==> config.mk <==
export PLATFORM = sky130hd
export DESIGN_NAME = dbl_mode_regs
export DESIGN_NICKNAME = d
export VERILOG_FILES = /design/src/include/dbl_pkg.sv /design/src/logic/dbl_mode_regs.sv
export SDC_FILE = /design/constraint.sdc
export NUM_CORES = 1
export LEC_CHECK = 0
export BUFFER_PORTS_ARGS = -buffer_cell sky130_fd_sc_hd__buf_2
export CELL_PAD_IN_SITES_DETAIL_PLACEMENT = 1
export CELL_PAD_IN_SITES_GLOBAL_PLACEMENT = 1
export CORE_MARGIN = 2
export CORE_UTILIZATION = 42
export DETAILED_ROUTE_END_ITERATION = 10
export GPL_ROUTABILITY_DRIVEN = 0
export PLACE_DENSITY_LB_ADDON = 0.1
export REMOVE_ABC_BUFFERS = 1
export SLEW_MARGIN = 10
export SYNTH_ARGS = -nofsm -noshare
export SYNTH_HDL_FRONTEND = slang
export SYNTH_SLANG_ARGS = --single-unit
==> constraint.sdc <==
create_clock -name clk_in -period 2.5 [get_ports clk_in]
set_input_delay 0 -clock clk_in [delete_from_list [all_inputs] [get_ports clk_in]]
set_output_delay 0 -clock clk_in [all_outputs]
set_load 0.02 [all_outputs]
==> src/include/dbl_pkg.sv <==
// Package for the burst order and latency mode-register block
`default_nettype none
package dbl_pkg;
  // Register addresses
  localparam logic [5:0] ADDR_LATENCY_CONFIG = 6'h02;
  localparam logic [5:0] ADDR_IO_CONFIG = 6'h03;
  localparam logic [5:0] ADDR_TEMPERATURE_REFRESH = 6'h04;
  // Reset values
  localparam logic [7:0] LATENCY_CONFIG_RESET = 8'h00;
  localparam logic [7:0] IO_CONFIG_RESET = 8'h31;
  // Field positions
  localparam int RL_LSB = 0;
  localparam int WL_LSB = 3;
  localparam int WLS_BIT = 6;
  localparam int WRLEV_BIT = 7;
  localparam int PUCAL_BIT = 0;
  localparam int WRPST_BIT = 1;
  localparam int PROT_BIT = 2;
  localparam int PULLDOWN_DRIVE_STRENGTH_LSB = 3;
  localparam int RDBI_BIT = 6;
  localparam int WDBI_BIT = 7;
  localparam int TR_RATE_LSB = 0;
  localparam int TR_WR_LSB = 3;
  localparam int TR_WR_MSB = 6;
  localparam int TR_REPAIR_BIT = 4;
  localparam int TR_TUF_BIT = 7;
  localparam logic [7:0] TR_WRITE_MASK = 8'h78;
  // Latency tables indexed by code, 8 bits per entry, entry 0 at the low end
  localparam logic [63:0] RL_TABLE_PLAIN = 64'h24_20_1c_18_14_0e_0a_06;
  localparam logic [63:0] RL_TABLE_INV = 64'h28_24_20_1c_16_10_0c_06;
  localparam logic [63:0] RTP_TABLE = 64'h10_0e_0c_0a_08_08_08_08;
  localparam logic [63:0] WL_TABLE_A = 64'h12_10_0e_0c_0a_08_06_04;
  localparam logic [63:0] WL_TABLE_B = 64'h22_1e_1a_16_12_0c_08_04;
  localparam logic [7:0] BL32_EXTRA = 8'h08;
  localparam logic [4:0] HALF_MASK = 5'h10;
  // Command kinds
  typedef enum logic [2:0] {
    DBL_CMD_NONE = 3'h0, DBL_CMD_REG_WRITE = 3'h1, DBL_CMD_REG_READ = 3'h2,
    DBL_CMD_READ = 3'h3, DBL_CMD_WRITE = 3'h4
  } dbl_cmd_e;
  // Command from the controller
  typedef struct packed {
    dbl_cmd_e kind;
    logic [5:0] addr;
    logic [7:0] data;
    logic [9:0] column;
    logic long_burst;
    logic auto_precharge;
  } dbl_cmd_s;
  // Active operating settings
  typedef struct packed {
    logic [7:0] read_latency;
    logic [7:0] write_latency;
    logic [7:0] read_to_precharge_count;
    logic pullup_calibration_point;
    logic write_postamble_length;
    logic [2:0] pulldown_drive_strength;
    logic read_bus_inversion_enable;
    logic write_bus_inversion_enable;
  } dbl_op_s;
  // Precharge state machine
  typedef enum logic [1:0] {
    DBL_PRE_IDLE = 2'b00, DBL_PRE_WAIT = 2'b01, DBL_PRE_FIRE = 2'b11
  } dbl_pre_e;
endpackage
`default_nettype wire

==> src/logic/dbl_mode_regs.sv <==
// Mode-register bank: latency, I/O config, temperature; burst order; auto-precharge
// Function
// - Read bursts rotate on four-word boundary
// - Lowest two column bits forced zero
// - Sixteen-word writes aligned, linear ascending
// - Thirty-two-word writes aligned, from word zero
// - Read latency table without inversion
// - Read latency table with inversion
// - Write latency set A table
// - Write latency set B table
// - Write leveling holds register-write state
// - Writes/reads hit write set-point copy
// - Operate from operating set-point copy
// - Read auto-precharge after read-to-precharge count
// - Long read bursts add eight clocks
// - Write auto-precharge after write-recovery count
// - Read inversion picks table; bit seven writes
// - Repair protection sticky until power-on
// - Protection refuses repair-mode entry write
// - Temperature read clears update flag
// - Temperature write accepts bits six..three
`default_nettype none
module dbl_mode_regs #(
  parameter int BURST_WORDS = 32
) (
  input wire logic clk_in,
  input wire logic srst_in,
  input wire logic link_clk_in,
  input wire dbl_pkg::dbl_cmd_s cmd_in,
  input wire logic cmd_valid_in,
  input wire logic write_set_point_select_in,
  input wire logic operating_set_point_select_in,
  input wire logic [7:0] write_recovery_count_in,
  input wire logic [2:0] refresh_rate_in,
  output logic [7:0] read_data_out,
  output logic read_valid_out,
  output dbl_pkg::dbl_op_s op_out,
  output logic write_latency_set_select_out,
  output logic write_leveling_out,
  output logic repair_protection_out,
  output logic repair_mode_entry_out,
  output logic self_refresh_abort_out,
  output logic [1:0] thermal_offset_out,
  output logic [4:0] burst_word_out,
  output logic burst_word_valid_out,
  output logic precharge_out
);
  logic [1:0] link_sync;
  logic link_prev;
  logic link_rise;
  logic [7:0] lat_copy [2];
  logic [7:0] io_copy [2];
  logic [7:0] tr_reg;
  logic [2:0] rate_prev;
  logic is_wr;
  logic is_rd;
  logic [7:0] io_act;
  logic [7:0] lat_act;
  logic [2:0] rl_code;
  logic [2:0] wl_code;
  logic [4:0] base;
  logic [5:0] word_cnt;
  logic [5:0] burst_len;
  logic burst_read;
  logic burst_on;
  logic [7:0] pre_cnt;
  logic ap_flag;
  dbl_pkg::dbl_pre_e pre_state;

  // Link clock is foreign: two flops, then edge detect on the second only
  always_ff @(posedge clk_in) begin
    if (srst_in) begin
      link_sync <= 2'b00;
      link_prev <= 1'b0;
    end else begin
      link_sync <= {link_sync[0], link_clk_in};
      link_prev <= link_sync[1];
    end
  end
  assign link_rise = link_sync[1] & ~link_prev;

  // Commands are taken on a sampled link-clock rising edge
  assign is_wr = link_rise & cmd_valid_in & (cmd_in.kind == dbl_pkg::DBL_CMD_REG_WRITE);
  assign is_rd = link_rise & cmd_valid_in & (cmd_in.kind == dbl_pkg::DBL_CMD_REG_READ);

  // Latency and I/O copies; only the write set-point copy changes
  always_ff @(posedge clk_in) begin
    if (srst_in) begin
      lat_copy[0] <= dbl_pkg::LATENCY_CONFIG_RESET;
      lat_copy[1] <= dbl_pkg::LATENCY_CONFIG_RESET;
      io_copy[0] <= dbl_pkg::IO_CONFIG_RESET;
      io_copy[1] <= dbl_pkg::IO_CONFIG_RESET;
    end else if (is_wr) begin
      if (cmd_in.addr == dbl_pkg::ADDR_LATENCY_CONFIG) begin
        lat_copy[write_set_point_select_in] <= cmd_in.data;
      end
      if (cmd_in.addr == dbl_pkg::ADDR_IO_CONFIG) begin
        io_copy[write_set_point_select_in] <= cmd_in.data;
      end
    end
  end

  // Repair protection is shared and sticky; reset here stands for power-on
  always_ff @(posedge clk_in) begin
    if (srst_in) begin
      repair_protection_out <= 1'b0;
    end else if (is_wr && cmd_in.addr == dbl_pkg::ADDR_IO_CONFIG
                 && cmd_in.data[dbl_pkg::PROT_BIT]) begin
      repair_protection_out <= 1'b1;
    end
  end

  // Temperature register: writable field, sensor rate and update flag
  always_ff @(posedge clk_in) begin
    if (srst_in) begin
      tr_reg <= 8'h00;
      rate_prev <= 3'h0;
    end else begin
      rate_prev <= refresh_rate_in;
      if (is_wr && cmd_in.addr == dbl_pkg::ADDR_TEMPERATURE_REFRESH) begin
        tr_reg[dbl_pkg::TR_WR_MSB:dbl_pkg::TR_WR_LSB] <=
          cmd_in.data[dbl_pkg::TR_WR_MSB:dbl_pkg::TR_WR_LSB];
        if (repair_protection_out) begin
          tr_reg[dbl_pkg::TR_REPAIR_BIT] <= 1'b0;
        end
      end
      // Rate change sets the flag; a change wins over the read clear
      if (refresh_rate_in != rate_prev) begin
        tr_reg[dbl_pkg::TR_TUF_BIT] <= 1'b1;
      end else if (is_rd && cmd_in.addr == dbl_pkg::ADDR_TEMPERATURE_REFRESH) begin
        tr_reg[dbl_pkg::TR_TUF_BIT] <= 1'b0;
      end
    end
  end

  // Register read answer, one cycle after the command
  always_ff @(posedge clk_in) begin
    if (srst_in) begin
      read_data_out <= 8'h00;
      read_valid_out <= 1'b0;
    end else begin
      read_valid_out <= is_rd;
      if (is_rd) begin
        case (cmd_in.addr)
          dbl_pkg::ADDR_LATENCY_CONFIG: read_data_out <= lat_copy[write_set_point_select_in];
          dbl_pkg::ADDR_IO_CONFIG: read_data_out <= io_copy[write_set_point_select_in];
          dbl_pkg::ADDR_TEMPERATURE_REFRESH:
            read_data_out <= {tr_reg[7:3], refresh_rate_in};
          default: read_data_out <= 8'h00;
        endcase
      end
    end
  end

  // active copy from operating set point
  assign lat_act = lat_copy[operating_set_point_select_in];
  assign io_act = io_copy[operating_set_point_select_in];
  assign rl_code = lat_act[dbl_pkg::RL_LSB +: 3];
  assign wl_code = lat_act[dbl_pkg::WL_LSB +: 3];

  // Decoded operating settings registered for clean outputs
  always_ff @(posedge clk_in) begin
    if (srst_in) begin
      op_out <= '0;
    end else begin
      if (io_act[dbl_pkg::RDBI_BIT]) begin
        op_out.read_latency <= dbl_pkg::RL_TABLE_INV[rl_code*8 +: 8];
      end else begin
        op_out.read_latency <= dbl_pkg::RL_TABLE_PLAIN[rl_code*8 +: 8];
      end
      op_out.read_to_precharge_count <= dbl_pkg::RTP_TABLE[rl_code*8 +: 8];
      if (lat_act[dbl_pkg::WLS_BIT]) begin
        op_out.write_latency <= dbl_pkg::WL_TABLE_B[wl_code*8 +: 8];
      end else begin
        op_out.write_latency <= dbl_pkg::WL_TABLE_A[wl_code*8 +: 8];
      end
      op_out.pullup_calibration_point <= io_act[dbl_pkg::PUCAL_BIT];
      op_out.write_postamble_length <= io_act[dbl_pkg::WRPST_BIT];
      op_out.pulldown_drive_strength <= io_act[dbl_pkg::PULLDOWN_DRIVE_STRENGTH_LSB +: 3];
      op_out.read_bus_inversion_enable <= io_act[dbl_pkg::RDBI_BIT];
      op_out.write_bus_inversion_enable <= io_act[dbl_pkg::WDBI_BIT];
    end
  end

  // Loose control bits
  assign write_latency_set_select_out = lat_act[dbl_pkg::WLS_BIT];
  assign write_leveling_out = lat_act[dbl_pkg::WRLEV_BIT];
  assign repair_mode_entry_out = tr_reg[dbl_pkg::TR_REPAIR_BIT];
  assign self_refresh_abort_out = tr_reg[3];
  assign thermal_offset_out = tr_reg[6:5];

  // Burst word sequencer, one word per link-clock edge
  always_ff @(posedge clk_in) begin
    if (srst_in) begin
      burst_on <= 1'b0;
      burst_read <= 1'b0;
      base <= 5'h00;
      word_cnt <= 6'h00;
      burst_len <= 6'h00;
    end else if (!burst_on) begin
      // Data commands ignored while leveling, as controller must not send them
      if (link_rise && cmd_valid_in && !write_leveling_out &&
          (cmd_in.kind == dbl_pkg::DBL_CMD_READ || cmd_in.kind == dbl_pkg::DBL_CMD_WRITE)) begin
        burst_on <= 1'b1;
        burst_read <= (cmd_in.kind == dbl_pkg::DBL_CMD_READ);
        word_cnt <= 6'h00;
        burst_len <= cmd_in.long_burst ? 6'(BURST_WORDS) : 6'(BURST_WORDS / 2);
        if (cmd_in.kind == dbl_pkg::DBL_CMD_READ) begin
          base <= {cmd_in.long_burst & cmd_in.column[4], cmd_in.column[3:2], 2'b00};
        end else begin
          // aligned linear writes; C3:C2 assumed zero
          base <= 5'h00;
        end
      end
    end else if (link_rise) begin
      word_cnt <= word_cnt + 6'h01;
      if (word_cnt == burst_len - 6'h01) begin
        burst_on <= 1'b0;
      end
    end
  end

  // rotate inside sixteen-word half, then swap half
  always_comb begin
    if (burst_read) begin
      burst_word_out = {base[4] ^ word_cnt[4], 4'(base[3:0] + word_cnt[3:0])};
    end else begin
      burst_word_out = word_cnt[4:0];
    end
  end
  assign burst_word_valid_out = burst_on;

  // Auto-precharge timer, armed at the end of the burst
  always_ff @(posedge clk_in) begin
    if (srst_in) begin
      pre_state <= dbl_pkg::DBL_PRE_IDLE;
      pre_cnt <= 8'h00;
      precharge_out <= 1'b0;
    end else begin
      precharge_out <= 1'b0;
      case (pre_state)
        dbl_pkg::DBL_PRE_IDLE: begin
          if (burst_on && link_rise && word_cnt == burst_len - 6'h01 && ap_flag) begin
            pre_state <= dbl_pkg::DBL_PRE_WAIT;
            if (burst_read) begin
              pre_cnt <= op_out.read_to_precharge_count +
                         (burst_len == 6'(BURST_WORDS) ? dbl_pkg::BL32_EXTRA : 8'h00);
            end else begin
              pre_cnt <= write_recovery_count_in;
            end
          end
        end
        dbl_pkg::DBL_PRE_WAIT: begin
          if (link_rise) begin
            pre_cnt <= pre_cnt - 8'h01;
            if (pre_cnt <= 8'h01) begin
              pre_state <= dbl_pkg::DBL_PRE_FIRE;
            end
          end
        end
        dbl_pkg::DBL_PRE_FIRE: begin
          precharge_out <= 1'b1;
          pre_state <= dbl_pkg::DBL_PRE_IDLE;
        end
        default: pre_state <= dbl_pkg::DBL_PRE_IDLE;
      endcase
    end
  end

  // Auto-precharge request latched with the burst
  always_ff @(posedge clk_in) begin
    if (srst_in) begin
      ap_flag <= 1'b0;
    end else if (!burst_on && link_rise && cmd_valid_in) begin
      ap_flag <= cmd_in.auto_precharge;
    end
  end
endmodule
`default_nettype wire

# Word level (Yosys, flattened, before mapping)
# Memory sizes are Yosys's and may differ from the RTL's.
# Cells that the tools add are included.
[op_classes]
magnitude_cmp = 1
n_eq_ne = 16
mul = 0
n_reduce_logical = 25
shifts = 5
n_bitwise = 8
div = 0
mux = 42
n_addsub = 5
[op_table]
columns = ["operator", "n"]
rows = [
  ["64-bit by 7-bit variable part select with 8-bit output (first input constant)", 5],
  ["8-bit two-way mux", 7],
  ["6-bit two-way mux", 4],
  ["8-bit one-hot mux with 3 select lines", 1],
  ["1-bit two-way mux", 22],
  ["8-bit one-hot mux with 2 select lines", 1],
  ["8-bit OR reduction", 2],
  ["6-bit by 2-bit == test with 1-bit output (second input constant)", 2],
  ["1-bit logical AND", 12],
  ["5-bit two-way mux", 2],
  ["8-bit by 4-bit adder with 8-bit output", 1],
  ["8-bit by 1-bit <= comparator with 1-bit output (second input constant)", 1],
  ["2-bit != test (second input constant)", 4],
  ["8-bit by 1-bit subtractor with 8-bit output (second input constant)", 1],
  ["6-bit by 1-bit adder with 6-bit output (second input constant)", 1],
  ["3-bit by 2-bit == test with 1-bit output (second input constant)", 2],
  ["6-bit by 3-bit == test with 1-bit output (second input constant)", 1],
  ["6-bit == test", 1],
  ["6-bit == test (second input constant)", 1],
  ["2-bit two-way mux", 3],
  ["3-bit AND reduction", 2],
  ["2-bit nonzero test", 3],
  ["6-bit by 1-bit subtractor with 6-bit output (second input constant)", 1],
  ["1-bit bitwise AND", 5],
  ["other kinds (14)", 17],
]
[word_totals]
romBits = 0
output_inout_bits = 54
reg_bits = 83
latch_bits = 0
word_cells = 129
input_bits = 46
memories = 2
ramBits = 32
[memory_table]
columns = ["memory", "words", "width", "rd", "rd_clocked_by_memory_dff", "wr", "line_no", "text"]
rows = [
  ["io_copy", 2, 8, 2, 0, 2, "dbl_mode_regs.sv:52", "logic [7:0] io_copy [2];"],
  ["lat_copy", 2, 8, 2, 0, 2, "dbl_mode_regs.sv:51", "logic [7:0] lat_copy [2];"],
]

# Longest topological paths before layout
[logic_depth]
word_depth = 9
depth_mapped = 8
ltp_nobuf = 8

# Worst setup path before layout
# OpenSTA, ideal clock, no wires.
[synth_path]
path_kind = "register -> register"
startpoint = "register link_sync[1]"
endpoint = "memory io_copy[1][0] (enable)"
period_less_slack_ns = 1.919
setup_time_ns = 0.330
slack_ns = 0.581
t_arrival_ns = 1.590
required_ns = 2.170
path_buffers = 1
stages_incl_launch_ff = 7
cell_sequence = "dfxtp_1 > nor2b_1 > buf_6 > nand4_2 > nor3_4 > and2_4 > or2_1"
[synth_rtl]
columns = ["element", "line_no", "text"]
rows = [
  ["start: declaration", "dbl_mode_regs.sv:48", "logic [1:0] link_sync;"],
  ["start signal: assignment", "dbl_mode_regs.sv:76", "link_sync <= {link_sync[0], link_clk_in};"],
  ["end: declaration", "dbl_mode_regs.sv:52", ""],
]

# Worst setup path in the final report
[layout_path]
startpoint = "register burst_on, in the netlist burst_word_valid_out"
endpoint = "register base[4]"
[layout_between]
elab_chain_len = 2
[layout_rtl]
columns = ["element", "line_no", "text"]
rows = [
  ["start: declaration", "dbl_mode_regs.sv:65", "logic burst_on;"],
  ["start signal: assignment", "dbl_mode_regs.sv:195", "burst_on <= 1'b0;"],
  ["start signal: assignment", "dbl_mode_regs.sv:204", "burst_on <= 1'b1;"],
  ["start signal: assignment", "dbl_mode_regs.sv:218", "burst_on <= 1'b0;"],
  ["1-bit inverter (no line)", "n/a", ""],
  ["2-bit AND reduction (no line)", "n/a", ""],
  ["end signal: assignment", "dbl_mode_regs.sv:209", "base <= {cmd_in.long_burst & cmd_in.column[4], cmd_in.column[3:2], 2'b00};"],
  ["end: declaration", "dbl_mode_regs.sv:61", "logic [4:0] base;"],
]
# Every way passes these cells.
# A chain may end at the register's enable or synchronous reset.

==> out/summary.txt <==
status - complete, no violations
Post-CTS Resized - 0
Reg2Reg Depth - 6
Fmax achieved - 441 MHz
Inserted Clock Buffers - 9
Tmin final - 2.27 ns
starting density of the core - 42.5%
htree depth - 3
Layout Skew - 0.00678 ns
Chip Height - 111 µm
worst stage delay on the critical path - 0.59 ns
Total GRT Usage - 20.4%
critical path required time - 2.77 ns
Inst Count DP - 684
Core Area - 0.0113 mm²
Clock Latency Late Sink - 0.35 ns
Post-DP HPWL - 8.66 mm
power per cell area - 575 mW/mm²
vias in the first global route - 3898
Most used DFF post-synth - dfxtp_1
I/O pin count - 100
Detail Route Antenna Nets - 0
commonest non-fill, non-tap cell in the layout - buf_2
fin util - 51.1%
worst reg2reg path startpoint - burst_word_valid_out
FP Rows - 39
ys async rst share - 0%
registers with the most flip-flops - op_out x21, io_copy x16, lat_copy x16
critical path arrival - 2.54 ns
Final Cell Area - 0.00578 mm²
n_diodes - 0
pin count of the biggest net entering global routing - 35
Final #Nets - 631
PortBufs - 82
pre-CTS setup slack - 0.460 ns
die extent in x - 111 µm
VDD IR max - 0.000342 V
slowest cell on the critical path - dlygate4sd3_1
Max Slew Vio Count - 0
PnR worst setup slack - 0.230 ns
maxcap violations - 0
CTS tree - done
flop-to-flop setup slack - 0.23 ns
most frequent cells in the layout - buf_2, dfxtp_1, nor2_1, mux2i_1, edfxtp_1
Startpoint Class - flip-flop
DR iter-0 viols - 125
Clock Sinks - 99
Biggest register - op_out
share of cells above drive strength 1 - 23.3%
Routed WL per cell - 16.8 µm
worst hold path depth - 5
Finished Layout Cells - 719
CP Max Fanout - 13
die area - 0.0123 mm²
CTS clk-pin slew, worst paths - 0.07 ns
Detailed Routing Iterations Pass 1 - 4
Post-Route WL - 12.1 mm
CTS root buffer - clkbuf_16
DP Area - 0.00532 mm²
Post-CTS Hold Fix Bufs - 19
global route overflow - 0
initial antenna violation count - 0
Cell Area, Synth - 0.00481 mm²
Avg Vias per Cell - 5.25
min-delay src - write_recovery_count_in[5]
RSZ-0062 raised after global routing - no
routed vias - 3777
total power - 3.32 mW
Hold/Removal Path Class - in2reg
Synth area leader - dfxtp_1
Synth warnings - 0
Area Overhead vs Synth - 20.1%
Rel. slew slack - 41.2%
Syn Area/Cell - 10.2 µm²
post-synthesis sequential area ratio - 47.8%
first-pass GRT wire length - 19.8 mm
final number of setup-violating endpoints - 0
worst-margin pin slew - 0.871 ns
Max clock buf depth - 2
Yosys cell types - 54
Synth top area share - 27.9%
Synth Register Bits - 99
Hold Path End - pre_cnt[5]
Filler cells - 1304
CP Cell Sequence - nand4bb_1, a211oi_2, buf_4, nand4_1, dlygate4sd3_1, o21ai_0
DRC errors left - 0
final hold slack - 0.0849 ns
Setup crit end kind - flip-flop
Final TNS setup - 0 ns
kind of critical path - reg2reg
period utilisation layout - 90.8%
Post-Synthesis Cells - 473
worst r2r dst - base[4]
final hold viol count - 0
top post-synthesis cells by area - dfxtp_1, edfxtp_1, mux2i_1
EDFF count, synth - 32
Static Leak - 2.48 nW
Setup Buffers After CTS - 0
max reg flops - 21
==> how the worst max path moves through the flow <==
stage               depth (start not counted)             to  slack (ns)            startpoint
floorplan                                   5  io_copy[1][0]        0.37          link_sync[1]
global placement                            5  io_copy[1][5]        0.49          link_sync[1]
detailed placement                          5  io_copy[1][3]        0.46          link_sync[1]
CTS                                         6        base[4]        0.20  burst_word_valid_out
global route                                6        base[4]        0.06  burst_word_valid_out
finish                                      6        base[4]        0.23  burst_word_valid_out
==> per-layer routing <==
| metal | wire length (µm) | part of all wire [%] | vias up | global-route usage [%] |
|---|---|---|---|---|
| met1 | 5190 | 43 | 1853 | 24.5 |
| li1 | - | - | 1846 | - |
| met3 | 379 | 3.1 | 9 | 3.50 |
| met5 | 0 | 0 | - | 0 |
| met2 | 6340 | 53 | 69 | 37.1 |
| met4 | 153 | 1.3 | 0 | 6.91 |
==> area by class of cell <==
class | count | area [µm²] | share of cell area [%]
Inverter | 11 | 41.3 | 0.714
Multi-Input combinational cell | 333 | 2270 | 39.2
Clock buffer | 10 | 229 | 3.96
Timing Repair Buffer | 117 | 721 | 12.5
Sequential cell | 99 | 2300 | 39.8
Tap cell | 143 | 179 | 3.09
Clock inverter | 6 | 42.5 | 0.736
==> cell families after synthesis <==
| group | after synthesis | share of synthesized area, % |
|---|---|---|
| xor+xnor | 10 | 1.82 |
| compound gates | 76 | 10.8 |
| other cells | 1 | 0.0779 |
| buf+inv | 50 | 5.74 |
| mux | 45 | 9.49 |
| simple gates | 178 | 20.6 |
| fa+ha+maj | 14 | 3.64 |
| flops | 99 | 47.8 |
==> cells in the mapped netlist, types with 4 or more instances <==
library cell and count:
dfxtp_1 67, a22o_1 8, clkbuf_1 15, ha_1 14
nand3_1 8, nor2b_1 10, xnor2_1 8, nand3b_1 4
nand2_1 30, o21ai_0 17, o221ai_1 8, and3_1 15
mux2_2 5, and2_1 16, nand2b_1 14, nor2_1 47
nor3_1 7, a21oi_1 24, mux2i_1 40, inv_1 11
edfxtp_1 32, buf_6 4, buf_4 15
==> power breakdown <==
part	switching, mW	leakage, nW	total (mW)	internal (mW)
logic	0.197	1.49	0.322	0.125
registers	0.0183	0.855	1.72	1.70
clock network	0.608	0.130	1.28	0.675
==> worst max-delay path, delay by kind of cell (launching register included) <==
family | cells | cell delay, ns
and+or+nand+nor | 2 | 0.42
DFF | 1 | 0.43
AOI/OAI and AO/OA | 2 | 0.51
buffers and inverters | 2 | 0.84
No activity file was read; power rests on OpenSTA's default activity.
